--- src/logic/aadc_consts.vh ---
// Purpose: constants of the address detection controller
// Assumes: byte addresses on a 32-bit AXI4-Lite register bus
// Notes:   times are in milliseconds, counts derive from the clock rate
`ifndef AADC_CONSTS_VH
`define AADC_CONSTS_VH

`define AADC_CLK_HZ        125000000
`define AADC_CYC_PER_MS    (`AADC_CLK_HZ / 1000)
`define AADC_STARTUP_MS    5000
`define AADC_STORE_MS      1000
`define AADC_SETTLE_MS     500
`define AADC_LONGPRESS_MS  2000

// register byte offsets
`define AADC_RX0_OFS       12'h000
`define AADC_RX1_OFS       12'h004
`define AADC_RX2_OFS       12'h008
`define AADC_RY0_OFS       12'h00c
`define AADC_RY1_OFS       12'h010
`define AADC_RY2_OFS       12'h014
`define AADC_FAULT_ID_OFS  12'h018
`define AADC_ID_COUNT_OFS  12'h01c
`define AADC_IN_BASE       12'h040
`define AADC_OUT_BASE      12'h080
`define AADC_LIST_BASE     12'h200

// first remote input word
`define AADC_RX0_READY     0
`define AADC_RX0_SHORT     1
`define AADC_RX0_VDROP     3
`define AADC_RX0_DISC      4
`define AADC_RX0_OVER      6
`define AADC_RX0_PACC      10
`define AADC_RX0_PACCING   11
`define AADC_RX0_ADJUST    15
// second remote input word
`define AADC_RX1_ALARM     0
`define AADC_RX1_PDONE     1
`define AADC_RX1_PERR      2
`define AADC_RX1_DETECT    4
// remote output words
`define AADC_RY0_ERRCLR    0
`define AADC_RY0_DETCMD    1

// error codes that block detection
`define AADC_ERR_HW_LO     16'h0064
`define AADC_ERR_HW_HI     16'h0067
`define AADC_ERR_VDROP     16'h00c8
`define AADC_ERR_SHORT     16'h00c9

`define AADC_ID_LAST       16'h02fe
`define AADC_MAX_SLAVES    128

`endif

--- src/logic/aadc_top.v ---
// Purpose: address detection control of a network to field bus bridge
// Assumes: all inputs synchronous to aclk; field side probes one id per handshake
// Notes:   remote bit words and detection results are reached over AXI4-Lite
`timescale 1ns/1ps
`default_nettype none
`include "aadc_consts.vh"

module aadc_top #(
  parameter [31:0] STARTUP_CYC = `AADC_STARTUP_MS * `AADC_CYC_PER_MS,
  parameter [31:0] STORE_CYC   = `AADC_STORE_MS * `AADC_CYC_PER_MS,
  parameter [31:0] SETTLE_CYC  = `AADC_SETTLE_MS * `AADC_CYC_PER_MS,
  parameter [31:0] PRESS_CYC   = `AADC_LONGPRESS_MS * `AADC_CYC_PER_MS,
  parameter [15:0] ID_LAST     = `AADC_ID_LAST,
  parameter [7:0]  MAX_SLAVES  = `AADC_MAX_SLAVES
) (
  input  wire         aclk,
  input  wire         aresetn,
  input  wire [11:0]  s_axi_awaddr,
  input  wire [2:0]   s_axi_awprot,
  input  wire         s_axi_awvalid,
  output reg          s_axi_awready,
  input  wire [31:0]  s_axi_wdata,
  input  wire [3:0]   s_axi_wstrb,
  input  wire         s_axi_wvalid,
  output reg          s_axi_wready,
  output reg  [1:0]   s_axi_bresp,
  output reg          s_axi_bvalid,
  input  wire         s_axi_bready,
  input  wire [11:0]  s_axi_araddr,
  input  wire [2:0]   s_axi_arprot,
  input  wire         s_axi_arvalid,
  output reg          s_axi_arready,
  output reg  [31:0]  s_axi_rdata,
  output reg  [1:0]   s_axi_rresp,
  output reg          s_axi_rvalid,
  input  wire         s_axi_rready,
  input  wire         push_switch,
  input  wire         field_short,
  input  wire         field_vdrop,
  input  wire         field_disc,
  input  wire [15:0]  error_code,
  input  wire         adjust_active_flag,
  input  wire         param_access_flag,
  input  wire         param_accessing_flag,
  input  wire         param_done,
  input  wire         param_err_event,
  input  wire         bank_indication,
  input  wire         bank_switching,
  input  wire [255:0] field_in,
  output reg  [255:0] field_out,
  output reg  [2:0]   param_cmd,
  output reg  [1:0]   bank_cmd,
  output reg          store_indicator,
  output reg          probe_req,
  output reg  [15:0]  probe_id,
  input  wire         probe_ack,
  input  wire         probe_found,
  input  wire         probe_no_id,
  input  wire         probe_dup
);

  localparam [2:0] S_IDLE   = 3'd0;
  localparam [2:0] S_STORE  = 3'd1;
  localparam [2:0] S_SETTLE = 3'd2;
  localparam [2:0] S_PROBE  = 3'd3;
  localparam [2:0] S_WAIT   = 3'd4;

  function [31:0] apply_strb;
    input [31:0] old_val;
    input [31:0] new_val;
    input [3:0]  strb;
    integer      i;
    begin
      apply_strb = old_val;
      for (i = 0; i < 4; i = i + 1) begin
        if (strb[i])
          apply_strb[i*8 +: 8] = new_val[i*8 +: 8];
      end
    end
  endfunction

  function code_blocks;
    input [15:0] code;
    begin
      code_blocks = ((code >= `AADC_ERR_HW_LO) && (code <= `AADC_ERR_HW_HI)) ||
                    (code == `AADC_ERR_VDROP) || (code == `AADC_ERR_SHORT);
    end
  endfunction

  reg  [2:0]   state;
  reg  [31:0]  timer;
  reg  [31:0]  startup_cnt;
  reg          startup_done;
  reg  [31:0]  press_cnt;
  reg          press_fire;
  reg  [15:0]  ry0;
  reg          detcmd_q;
  reg          detect_flag;
  reg          ready_flag;
  reg          short_flag;
  reg          vdrop_flag;
  reg          disc_flag;
  reg          over_flag;
  reg          alarm_flag;
  reg          perr_flag;
  reg  [15:0]  latest_fault_id_word;
  reg  [15:0]  connected_id_count_word;
  reg  [15:0]  id_list [0:127];
  reg  [255:0] in_snap;
  reg  [255:0] out_words;
  reg  [11:0]  aw_addr;
  reg          aw_have;
  reg  [31:0]  w_data;
  reg  [3:0]   w_strb;
  reg          w_have;

  wire error_clear_request = ry0[`AADC_RY0_ERRCLR];
  wire detect_command_bit  = ry0[`AADC_RY0_DETCMD];
  wire link_fault = field_short | field_vdrop | field_disc;

  // command taken on its rising edge
  wire cmd_edge = detect_command_bit & ~detcmd_q;
  // long press counts as a request
  wire request = cmd_edge | press_fire;
  wire accept = request & startup_done & ~link_fault & ~adjust_active_flag &
                ~code_blocks(error_code) & param_done & ~detect_flag;

  wire probe_done = (state == S_WAIT) & probe_ack;
  wire bad_id     = probe_done & probe_found & (probe_no_id | probe_dup);
  wire good_id    = probe_done & probe_found & ~probe_no_id & ~probe_dup;
  wire list_full  = connected_id_count_word >= {8'h00, MAX_SLAVES};
  wire last_id    = probe_id == ID_LAST;

  always @(posedge aclk) begin
    if (!aresetn) begin
      startup_cnt  <= 32'h0000_0000;
      startup_done <= 1'b0;
    end else if (!startup_done) begin
      if (startup_cnt >= STARTUP_CYC - 32'd1)
        startup_done <= 1'b1;
      else
        startup_cnt <= startup_cnt + 32'd1;
    end
  end

  // one shot after switch held long enough
  always @(posedge aclk) begin
    if (!aresetn) begin
      press_cnt  <= 32'h0000_0000;
      press_fire <= 1'b0;
    end else begin
      press_fire <= 1'b0;
      if (!push_switch) begin
        press_cnt <= 32'h0000_0000;
      end else if (press_cnt < PRESS_CYC) begin
        press_cnt <= press_cnt + 32'd1;
        if (press_cnt == PRESS_CYC - 32'd1)
          press_fire <= 1'b1;
      end
    end
  end

  // detection sequence
  always @(posedge aclk) begin
    if (!aresetn) begin
      state                   <= S_IDLE;
      timer                   <= 32'h0000_0000;
      detect_flag             <= 1'b0;
      store_indicator         <= 1'b0;
      probe_req               <= 1'b0;
      probe_id                <= 16'h0000;
      connected_id_count_word <= 16'h0000;
      over_flag               <= 1'b0;
      detcmd_q                <= 1'b0;
    end else begin
      detcmd_q <= detect_command_bit;
      case (state)
        S_IDLE: begin
          if (accept) begin
            detect_flag             <= 1'b1;
            store_indicator         <= 1'b1;
            timer                   <= 32'h0000_0000;
            connected_id_count_word <= 16'h0000;
            over_flag               <= 1'b0;
            state                   <= S_STORE;
          end
        end
        S_STORE: begin
          if (timer >= STORE_CYC - 32'd1) begin
            store_indicator <= 1'b0;
            timer           <= 32'h0000_0000;
            state           <= S_SETTLE;
          end else begin
            timer <= timer + 32'd1;
          end
        end
        S_SETTLE: begin
          // wait after the indicator goes dark
          if (timer >= SETTLE_CYC - 32'd1) begin
            probe_id <= 16'h0000;
            state    <= S_PROBE;
          end else begin
            timer <= timer + 32'd1;
          end
        end
        S_PROBE: begin
          probe_req <= 1'b1;
          state     <= S_WAIT;
        end
        S_WAIT: begin
          if (probe_ack) begin
            probe_req <= 1'b0;
            // ascending ids, stop storing at the maximum
            if (good_id) begin
              if (!list_full)
                connected_id_count_word <= connected_id_count_word + 16'd1;
              else
                over_flag <= 1'b1;
            end
            if (last_id) begin
              detect_flag <= 1'b0;
              state       <= S_IDLE;
            end else begin
              probe_id <= probe_id + 16'd1;
              state    <= S_PROBE;
            end
          end
        end
        default: begin
          state <= S_IDLE;
        end
      endcase
    end
  end

  always @(posedge aclk) begin
    if (good_id && !list_full)
      id_list[connected_id_count_word[6:0]] <= probe_id;
  end

  // sticky alarm and access error, set wins over clear
  always @(posedge aclk) begin
    if (!aresetn) begin
      alarm_flag           <= 1'b0;
      perr_flag            <= 1'b0;
      latest_fault_id_word <= 16'h0000;
      short_flag           <= 1'b0;
      vdrop_flag           <= 1'b0;
      disc_flag            <= 1'b0;
    end else begin
      if (bad_id) begin
        alarm_flag           <= 1'b1;
        latest_fault_id_word <= probe_id;
      end else if (error_clear_request) begin
        alarm_flag <= 1'b0;
      end
      if (param_err_event)
        perr_flag <= 1'b1;
      else if (error_clear_request)
        perr_flag <= 1'b0;
      if (field_short)
        short_flag <= 1'b1;
      else if (error_clear_request)
        short_flag <= 1'b0;
      if (field_vdrop)
        vdrop_flag <= 1'b1;
      else if (error_clear_request)
        vdrop_flag <= 1'b0;
      if (field_disc)
        disc_flag <= 1'b1;
      else if (error_clear_request)
        disc_flag <= 1'b0;
    end
  end

  // ready low on a latched or live fault, alarm, access error or blocking error code, and while clear request is high
  always @(posedge aclk) begin
    if (!aresetn)
      ready_flag <= 1'b0;
    else
      ready_flag <= ~(short_flag | vdrop_flag | disc_flag | alarm_flag | perr_flag |
                      link_fault | code_blocks(error_code) | error_clear_request);
  end

  always @(posedge aclk) begin
    if (!aresetn) begin
      in_snap   <= {256{1'b0}};
      field_out <= {256{1'b0}};
    end else if (!detect_flag) begin
      in_snap   <= field_in;
      field_out <= out_words;
    end
  end

  // AXI4-Lite write side
  wire       do_write = aw_have & w_have & ~s_axi_bvalid;
  wire [3:0] wword    = aw_addr[5:2];
  wire       w_in_out = aw_addr[11:6] == `AADC_OUT_BASE >> 6;
  wire       w_ry0    = aw_addr[11:2] == `AADC_RY0_OFS >> 2;
  wire       w_ry1    = aw_addr[11:2] == `AADC_RY1_OFS >> 2;
  wire       w_ry2    = aw_addr[11:2] == `AADC_RY2_OFS >> 2;
  wire [31:0] out_cur = {16'h0000, out_words[wword*16 +: 16]};
  wire [31:0] out_new = apply_strb(out_cur, w_data, w_strb);
  wire [31:0] ry0_new = apply_strb({16'h0000, ry0}, w_data, w_strb);
  wire [31:0] ry1_new = apply_strb({29'h0, param_cmd}, w_data, w_strb);
  wire [31:0] ry2_new = apply_strb({30'h0, bank_cmd}, w_data, w_strb);

  always @(posedge aclk) begin
    if (!aresetn) begin
      s_axi_awready <= 1'b1;
      s_axi_wready  <= 1'b1;
      s_axi_bvalid  <= 1'b0;
      s_axi_bresp   <= 2'b00;
      aw_have       <= 1'b0;
      w_have        <= 1'b0;
      aw_addr       <= 12'h000;
      w_data        <= 32'h0000_0000;
      w_strb        <= 4'h0;
      ry0           <= 16'h0000;
      param_cmd     <= 3'h0;
      bank_cmd      <= 2'h0;
      out_words     <= {256{1'b0}};
    end else begin
      if (s_axi_awvalid && s_axi_awready) begin
        aw_addr       <= s_axi_awaddr;
        aw_have       <= 1'b1;
        s_axi_awready <= 1'b0;
      end
      if (s_axi_wvalid && s_axi_wready) begin
        w_data       <= s_axi_wdata;
        w_strb       <= s_axi_wstrb;
        w_have       <= 1'b1;
        s_axi_wready <= 1'b0;
      end
      if (do_write) begin
        aw_have      <= 1'b0;
        w_have       <= 1'b0;
        s_axi_bvalid <= 1'b1;
        s_axi_bresp  <= 2'b00;
        if (w_ry0)
          ry0 <= {14'h0000, ry0_new[1:0]};
        else if (w_ry1)
          param_cmd <= ry1_new[2:0];
        else if (w_ry2)
          bank_cmd <= ry2_new[1:0];
        else if (w_in_out && aw_addr[1:0] == 2'b00)
          out_words[wword*16 +: 16] <= out_new[15:0];
        else if (aw_addr[11:2] != `AADC_RX0_OFS >> 2 && aw_addr[11:2] != `AADC_RX1_OFS >> 2 &&
                 aw_addr[11:2] != `AADC_RX2_OFS >> 2)
          s_axi_bresp <= 2'b10;
      end
      if (s_axi_bvalid && s_axi_bready) begin
        s_axi_bvalid  <= 1'b0;
        s_axi_awready <= 1'b1;
        s_axi_wready  <= 1'b1;
      end
    end
  end

  // AXI4-Lite read side
  reg  [31:0] rd_val;
  reg         rd_ok;
  wire [3:0]  rword = s_axi_araddr[5:2];
  wire [6:0]  lidx  = s_axi_araddr[8:2];

  always @* begin
    rd_val = 32'h0000_0000;
    rd_ok  = 1'b1;
    case (s_axi_araddr[11:2])
      `AADC_RX0_OFS >> 2: begin
        rd_val[`AADC_RX0_READY]   = ready_flag;
        rd_val[`AADC_RX0_SHORT]   = short_flag;
        rd_val[`AADC_RX0_VDROP]   = vdrop_flag;
        rd_val[`AADC_RX0_DISC]    = disc_flag;
        rd_val[`AADC_RX0_OVER]    = over_flag;
        rd_val[`AADC_RX0_PACC]    = param_access_flag;
        rd_val[`AADC_RX0_PACCING] = param_accessing_flag;
        rd_val[`AADC_RX0_ADJUST]  = adjust_active_flag;
      end
      `AADC_RX1_OFS >> 2: begin
        rd_val[`AADC_RX1_ALARM]  = alarm_flag;
        rd_val[`AADC_RX1_PDONE]  = param_done;
        rd_val[`AADC_RX1_PERR]   = perr_flag;
        rd_val[`AADC_RX1_DETECT] = detect_flag;
      end
      `AADC_RX2_OFS >> 2: rd_val[1:0] = {bank_switching, bank_indication};
      `AADC_RY0_OFS >> 2: rd_val[15:0] = ry0;
      `AADC_RY1_OFS >> 2: rd_val[2:0] = param_cmd;
      `AADC_RY2_OFS >> 2: rd_val[1:0] = bank_cmd;
      `AADC_FAULT_ID_OFS >> 2: rd_val[15:0] = latest_fault_id_word;
      `AADC_ID_COUNT_OFS >> 2: rd_val[15:0] = connected_id_count_word;
      default: begin
        if (s_axi_araddr[11:6] == `AADC_IN_BASE >> 6)
          rd_val[15:0] = in_snap[rword*16 +: 16];
        else if (s_axi_araddr[11:6] == `AADC_OUT_BASE >> 6)
          rd_val[15:0] = out_words[rword*16 +: 16];
        else if (s_axi_araddr[11:9] == `AADC_LIST_BASE >> 9)
          // entries beyond the count read as zero
          rd_val[15:0] = ({9'h000, lidx} < connected_id_count_word) ? id_list[lidx] : 16'h0000;
        else
          rd_ok = 1'b0;
      end
    endcase
  end

  always @(posedge aclk) begin
    if (!aresetn) begin
      s_axi_arready <= 1'b1;
      s_axi_rvalid  <= 1'b0;
      s_axi_rdata   <= 32'h0000_0000;
      s_axi_rresp   <= 2'b00;
    end else begin
      if (s_axi_arvalid && s_axi_arready) begin
        s_axi_arready <= 1'b0;
        s_axi_rvalid  <= 1'b1;
        s_axi_rdata   <= rd_val;
        s_axi_rresp   <= rd_ok ? 2'b00 : 2'b10;
      end else if (s_axi_rvalid && s_axi_rready) begin
        s_axi_rvalid  <= 1'b0;
        s_axi_arready <= 1'b1;
      end
    end
  end

endmodule
`default_nettype wire

--- config.mk ---
export PLATFORM = sky130hd
export DESIGN_NAME = aadc_top
export DESIGN_NICKNAME = d
export VERILOG_FILES = /design/src/logic/aadc_top.v
export VERILOG_INCLUDE_DIRS = /design/src /design/src/logic
export SDC_FILE = /design/constraint.sdc
export NUM_CORES = 2
export LEC_CHECK = 0
export BUFFER_PORTS_ARGS = -buffer_cell sky130_fd_sc_hd__buf_2
export CORE_MARGIN = 3
export CORE_UTILIZATION = 40
export DETAILED_ROUTE_END_ITERATION = 6
export SYNTH_ARGS = -nofsm -noshare
export SYNTH_HDL_FRONTEND = slang
export SYNTH_SLANG_ARGS = --single-unit
--- constraint.sdc ---
create_clock -name aclk -period 4.8 [get_ports aclk]
set_clock_uncertainty 0.2 [all_clocks]
set_input_delay 0.96 -clock aclk [delete_from_list [all_inputs] [get_ports aclk]]
set_output_delay 0.96 -clock aclk [all_outputs]
set_load 0.1 [all_outputs]
Word level (Yosys, flattened, before mapping)
Memory sizes are Yosys's and may differ from the RTL's.
Index checks and enable logic that the tools add are counted.
{"block": "classes", "multipliers": 0, "magnitude_cmp": 8, "n_mux": 74, "div": 0, "bitwise_logic": 40, "n_eq_ne": 34, "n_shift": 5, "addsub": 6, "reduce_logical": 50}
{"operator": "$shiftx 256x9->16", "n": 3}
{"operator": "$bwmux 256", "n": 1}
{"operator": "$shift 16x34->256 const A", "n": 1}
{"operator": "$shiftx 16x34->256", "n": 1}
{"operator": "$mux 16", "n": 11}
{"operator": "$add 32x1->32 const B", "n": 3}
{"operator": "$mux 32", "n": 3}
{"operator": "$pmux 32 s3", "n": 1}
{"operator": "$pmux 16 s2", "n": 2}
{"operator": "$eq 10x3->1 const B", "n": 6}
{"operator": "$neg 8->34", "n": 1}
{"operator": "$add 16x1->16 const B", "n": 2}
{"operator": "$eq 16x8->1 const B", "n": 2}
{"operator": "$eq 32x28->1 const B", "n": 1}
{"operator": "$ge 32x26->1 const B", "n": 1}
{"operator": "$ge 32x27->1 const B", "n": 1}
{"operator": "$ge 32x30->1 const B", "n": 1}
{"operator": "$lt 32x28->1 const B", "n": 1}
{"operator": "$eq 10x2->1 const B", "n": 3}
{"operator": "$mux 1", "n": 28}
{"operator": "$ne 2x2->1 const B", "n": 10}
{"operator": "$reduce_and 5->1", "n": 4}
{"operator": "$reduce_bool 2->1", "n": 10}
{"operator": "$pmux 3 s3", "n": 2}
{"operator": "42 further kinds", "n": 118}
{"block": "word_totals", "ram_bits": 2048, "word_cells": 257, "ff_bits": 992, "latchBits": 0, "inputBits": 360, "rom_bits": 0, "out_inout_bits": 320, "memories": 1}
{"memory": "id_list", "depth": 128, "word_bits": 16, "read_ports": 1, "rd_ports_with_merged_regs": 0, "wr": 1, "line": "aadc_top.v:108", "text": "reg [15:0] id_list [0:127];"}

Depth between registers and ports, before layout
{"block": "logic_depth", "ltp_word": 11, "mapped_depth": 13, "ltp_nobuf": 9}

Worst setup path after synthesis
Ideal clock, no wire load.
{"block": "synth_path", "kind": "register -> register", "startpoint": "register probe_id[2]", "endpoint": "register probe_id[0]", "n_path_buf": 2, "path_stages_with_launch": 9, "slack_ns": -0.023, "t_required_ns": 4.484, "setup_time_ns": 0.116, "period_less_slack_ns": 4.823, "arrival_ns": 4.507, "cell_sequence": "dfxtp_1 -> and4_1 -> and3_1 -> nand4_1 -> nand2b_1 -> clkbuf_1 -> buf_1 -> o21ai_0 -> and2_1"}
{"block": "synth_via", "elab_chain_cells": 3}
{"item": "from (decl)", "line": "aadc_top.v:55", "text": "output reg [15:0] probe_id,"}
{"item": "from (signal assigned)", "line": "aadc_top.v:224", "text": "probe_id <= probe_id + 16'd1;"}
{"item": "$eq 16x10->1", "line": "aadc_top.v:132", "text": "wire last_id = probe_id == ID_LAST;"}
{"item": "$ne 2x2->1 (no source line)"}
{"item": "$reduce_and 4->1 (no source line)"}
Every way passes these cells.
A chain may end at the register's enable or synchronous reset.

Final worst setup path
{"block": "layout_path", "startpoint": "register state[0]", "endpoint": "memory id_list[57][15], enable pin"}
{"block": "layout_via", "elab_chain_cells": 8}
{"item": "from (decl)", "line": "aadc_top.v:90", "text": "reg [2:0] state;"}
{"item": "from (signal assigned)", "line": "aadc_top.v:166", "text": "state <= S_IDLE;"}
{"item": "from (signal assigned)", "line": "aadc_top.v:185", "text": "state <= S_STORE;"}
{"item": "from (signal assigned)", "line": "aadc_top.v:192", "text": "state <= S_SETTLE;"}
{"item": "$eq 3x3->1", "line": "aadc_top.v:128", "text": "wire probe_done = (state == S_WAIT) & probe_ack;"}
{"item": "$and 1x1->1", "line": "aadc_top.v:128"}
{"item": "$and 1x1->1 (3 in series)", "line": "aadc_top.v:130", "text": "wire good_id = probe_done & probe_found & ~probe_no_id & ~probe_dup;"}
{"item": "$logic_and 1x1->1", "line": "aadc_top.v:237", "text": "if (good_id && !list_full)"}
{"item": "$mux 1", "line": "aadc_top.v:237"}
{"item": "$mux 1 (not written as such)", "line": "aadc_top.v:238", "text": "id_list[connected_id_count_word[6:0]] <= probe_id;"}
{"item": "to (decl)", "line": "aadc_top.v:108"}
Every way passes these cells.

==> flow_summary.rst <==
.. list-table::
   :header-rows: 1

   * - Metric
     - Value
   * - Result of the run
     - complete, but fails checks
   * - Violations in the final reports
     - DRC
   * - Root buffer cell
     - sky130_fd_sc_hd__clkbuf_16
   * - Detailed-route via count
     - 77780
   * - Remaining antenna violation count after routing
     - 0
   * - Std-Cell Core Area
     - 0.3096 mm2
   * - DRC violations left
     - 2
   * - Finished layout cell area
     - 0.1448 mm2
   * - GRT Total Usage
     - 0.2568
   * - Number of failing setup endpoints in the final timing report
     - 0
   * - Max-cap viol count
     - 0
   * - Maximum number of pins on one net before global-route repair
     - around 180
   * - Hold Path Class
     - in -> reg
   * - Die footprint
     - about 0.32 mm2
   * - Type of origin of the critical path
     - register
   * - Worst-case vdd ir drop
     - between 0.3 and 0.4 mV
   * - Post-CTS resize count
     - 0
   * - Via count of the first global-routing pass
     - 75140
   * - Post-CTS repair timing setup buffer count
     - 0
   * - Yosys synthesis warning count
     - 0
   * - Synth async-reset ratio
     - 0
   * - Worst-path fanout max
     - 11
   * - Cell type with the highest aggregate area in the netlist
     - sky130_fd_sc_hd__edfxtp_1
   * - Via density per instance
     - between 5 and 6
   * - Most instantiated flip-flop cell in the synthesis netlist
     - sky130_fd_sc_hd__edfxtp_1
   * - Most instantiated library cell after synthesis
     - sky130_fd_sc_hd__edfxtp_1
   * - Sum of net half-perimeters after detailed placement
     - just under 300000 um
   * - First-pass DRT Iterations
     - 7
   * - Die width
     - between 500 and 600 um
   * - Tightest Pin Transition
     - approximately 1.3 ns
   * - Hold Slack
     - slightly below 0.1 ns
   * - Average size of a mapped cell
     - around 16 um2
   * - Share of layout cells above drive strength 1
     - 0.2614
   * - Post-Synthesis Cells
     - between 7000 and 8000
   * - Total of flip-flops plus latches after synthesis
     - 3038
   * - Placed inst area
     - around 0.13 mm2
   * - Initial antenna violation count
     - 41
   * - Hold buffers post-CTS
     - 0
   * - Slew margin rel.
     - 0.1391
   * - Unrepaired setup endpoints after global routing
     - no
   * - TritonCTS buffer count
     - approximately 320
   * - Nets@finish
     - between 9000 and 10000
   * - Count of distinct cell types in the synthesized netlist
     - 90
   * - Wirelength per Cell
     - 31.53 um
   * - Power per standard cell area
     - 378.4 mW/mm2
   * - Maximum achievable frequency
     - about 270 MHz
   * - Cell Rows
     - just over 200
   * - Synth top area share
     - 0.4933
   * - Total negative setup slack
     - 0 ns
   * - Register area share after synthesis
     - 0.6523
   * - Post-synthesis instance area
     - approximately 0.12 mm2
   * - Max Buffers Root-to-Sink
     - 4
   * - CTS Sinks
     - around 3000
   * - Clock latency on the worst-skew pair
     - roughly 0.9 ns
   * - Commonest cells in the netlist
     - sky130_fd_sc_hd__edfxtp_1, sky130_fd_sc_hd__dfxtp_1, sky130_fd_sc_hd__mux2i_1, sky130_fd_sc_hd__mux4_2, sky130_fd_sc_hd__nor2b_1
   * - Pins over their slew limit
     - 0
   * - Number of synthesized flops with an enable pin
     - between 2000 and 2500
   * - Critical path arrival
     - between 4 and 5 ns
   * - P&R area growth vs syn
     - 16.17%
   * - TritonCTS clock tree
     - built
   * - Initial detailed-routing violation count
     - 9701
   * - Total congestion overflow
     - 0
   * - Time the final worst path needs with I/O delays and setup
     - around 3.8 ns
   * - Top-Level Pins
     - roughly 700
   * - Starting utilization of the core area
     - 0.4027
   * - Die extent in y
     - about 560 um
   * - Worst path required time
     - roughly 5.1 ns
   * - Final cell utilization of the core
     - 0.4678
   * - Sum of routed wire length over all layers
     - between 400000 and 500000 um
   * - Total leakage power
     - around 0.053 uW
   * - Number of filler cells placed in the layout
     - 26720
   * - First-pass GRT wire length
     - ~580000 um
   * - Number of H-tree levels
     - 5
   * - CP Class
     - reg -> reg
   * - Fin. Hold Viols
     - 0
   * - Placer's final routability congestion estimate
     - 0.9723
   * - Sort of element at the end of the critical path
     - register
   * - Clock transition at path regs
     - 0.06 ns
   * - Number of port buffers
     - around 630
   * - Final worst-path cycle share
     - 0.7837
   * - Leading cell types by total area after synthesis
     - sky130_fd_sc_hd__edfxtp_1, sky130_fd_sc_hd__dfxtp_1, sky130_fd_sc_hd__mux4_2
[metrics by stage]
stage                     cells  setup WS (ns)  power [uW]
after floorplan            7997       0.009188       29990
after global placement    12690        0.06919       31120
after detailed placement  12690        0.05520       31140
after CTS                 13260          1.016       55100
after global routing      13280         0.7262       56290
final                     13290          1.038       54800
[layout by cell type, fill, tap and decap left out, types with 28 or more instances in the layout]
cell                        count
sky130_fd_sc_hd__edfxtp_1    2048
sky130_fd_sc_hd__dfxtp_1      971
sky130_fd_sc_hd__mux2i_1      747
sky130_fd_sc_hd__mux4_2       666
sky130_fd_sc_hd__buf_2        629
sky130_fd_sc_hd__nor2b_1      558
sky130_fd_sc_hd__nand2_1      516
sky130_fd_sc_hd__buf_4        454
sky130_fd_sc_hd__clkbuf_16    330
sky130_fd_sc_hd__nor2_1       288
sky130_fd_sc_hd__o21ai_0      190
sky130_fd_sc_hd__o211a_1      130
sky130_fd_sc_hd__and2_1       127
sky130_fd_sc_hd__a21oi_1      102
sky130_fd_sc_hd__nand3_1       94
sky130_fd_sc_hd__o22ai_1       77
sky130_fd_sc_hd__a21boi_0      71
sky130_fd_sc_hd__clkbuf_1      66
sky130_fd_sc_hd__a22oi_1       60
sky130_fd_sc_hd__clkinv_2      55
sky130_fd_sc_hd__xnor2_1       52
sky130_fd_sc_hd__clkinv_1      51
sky130_fd_sc_hd__nor3_1        50
sky130_fd_sc_hd__buf_12        49
sky130_fd_sc_hd__a221oi_1      44
sky130_fd_sc_hd__inv_1         38
sky130_fd_sc_hd__a31oi_1       38
sky130_fd_sc_hd__mux2_2        38
sky130_fd_sc_hd__nand4_1       37
sky130_fd_sc_hd__and3_1        32
sky130_fd_sc_hd__nor4_1        31
sky130_fd_sc_hd__nand2b_1      30
sky130_fd_sc_hd__a211oi_1      29
sky130_fd_sc_hd__diode_2       28
[state kept, by name, summed over array words and instances (netlist names), 2 cells and up]
register and cells:
probe_id 16, w_data 16, state 3, connected_id_count_word 16, out_words 256, param_cmd 3
bank_cmd 2, s_axi_rdata 16, field_out 256, aw_addr 12, press_cnt 32, startup_cnt 32
latest_fault_id_word 16, timer 32, id_list 2048, ry0 2, w_strb 2, in_snap 256
[critical path: stages, from the launching register on]
cell and delay [ns]:
sky130_fd_sc_hd__dfxtp_1 0.42, sky130_fd_sc_hd__nor2_1 0.19, sky130_fd_sc_hd__nand4_1 0.46, sky130_fd_sc_hd__nor4_1 0.39
sky130_fd_sc_hd__and2_1 0.25, sky130_fd_sc_hd__nand2_1 0.57, sky130_fd_sc_hd__buf_4 0.42, sky130_fd_sc_hd__nor2_1 0.23
sky130_fd_sc_hd__buf_4 0.29
[power by group]
part | leakage, uW | internal [uW] | switching [uW]
registers | 0.0297 | 27700 | 135
logic | 0.0184 | 1040 | 1710
clock network | 0.00494 | 13900 | 10300
total | 0.0530 | 42600 | 12200
[layout make-up]
class                      count  area (um2)  area share
inverter                      41       158.9    0.001097
tap                         4120        5155     0.03559
multi-input combinational   4359       40370      0.2787
clock inverter               153        1326    0.009157
sequential                  3038       81390      0.5620
antenna                       28       70.07   0.0004838
timing repair buffer        1137        7601     0.05248
clock buffer                 415        8761     0.06049
[path summary, 6_finish.rpt]
path / cells past startpoint / end / startpoint / slack, ns
setup / recovery: 8 / id_list[57][15] / state[0] / 1.04
hold / removal: 2 / perr_flag / param_err_event / 0.1
setup reg to reg: 8 / id_list[57][15] / state[0] / 1.04
hold reg to reg: 2 / press_cnt[27] / press_cnt[27] / 0.25
[layer usage]
metal  part of all wire  vias up  GRT usage
met4              0.056       14     0.1222
li1                   -    32620          -
met2               0.46     4051     0.4038
met3              0.089      800    0.05012
met1               0.39    40290     0.3435
met5            0.00090        -          0
[kinds of logic after synthesis]
kind of cell | count (synthesis) | share of synthesized area
mux | 1467 | 0.1866
compound gates | 920 | 0.05275
other cells | 1 | 0.00003008
xor+xnor | 56 | 0.003934
buf+inv | 600 | 0.02528
fa+ha+maj | 18 | 0.001807
simple gates | 1880 | 0.07731
flops | 3038 | 0.6523
Note: power is estimated with default switching activity, not from simulation.
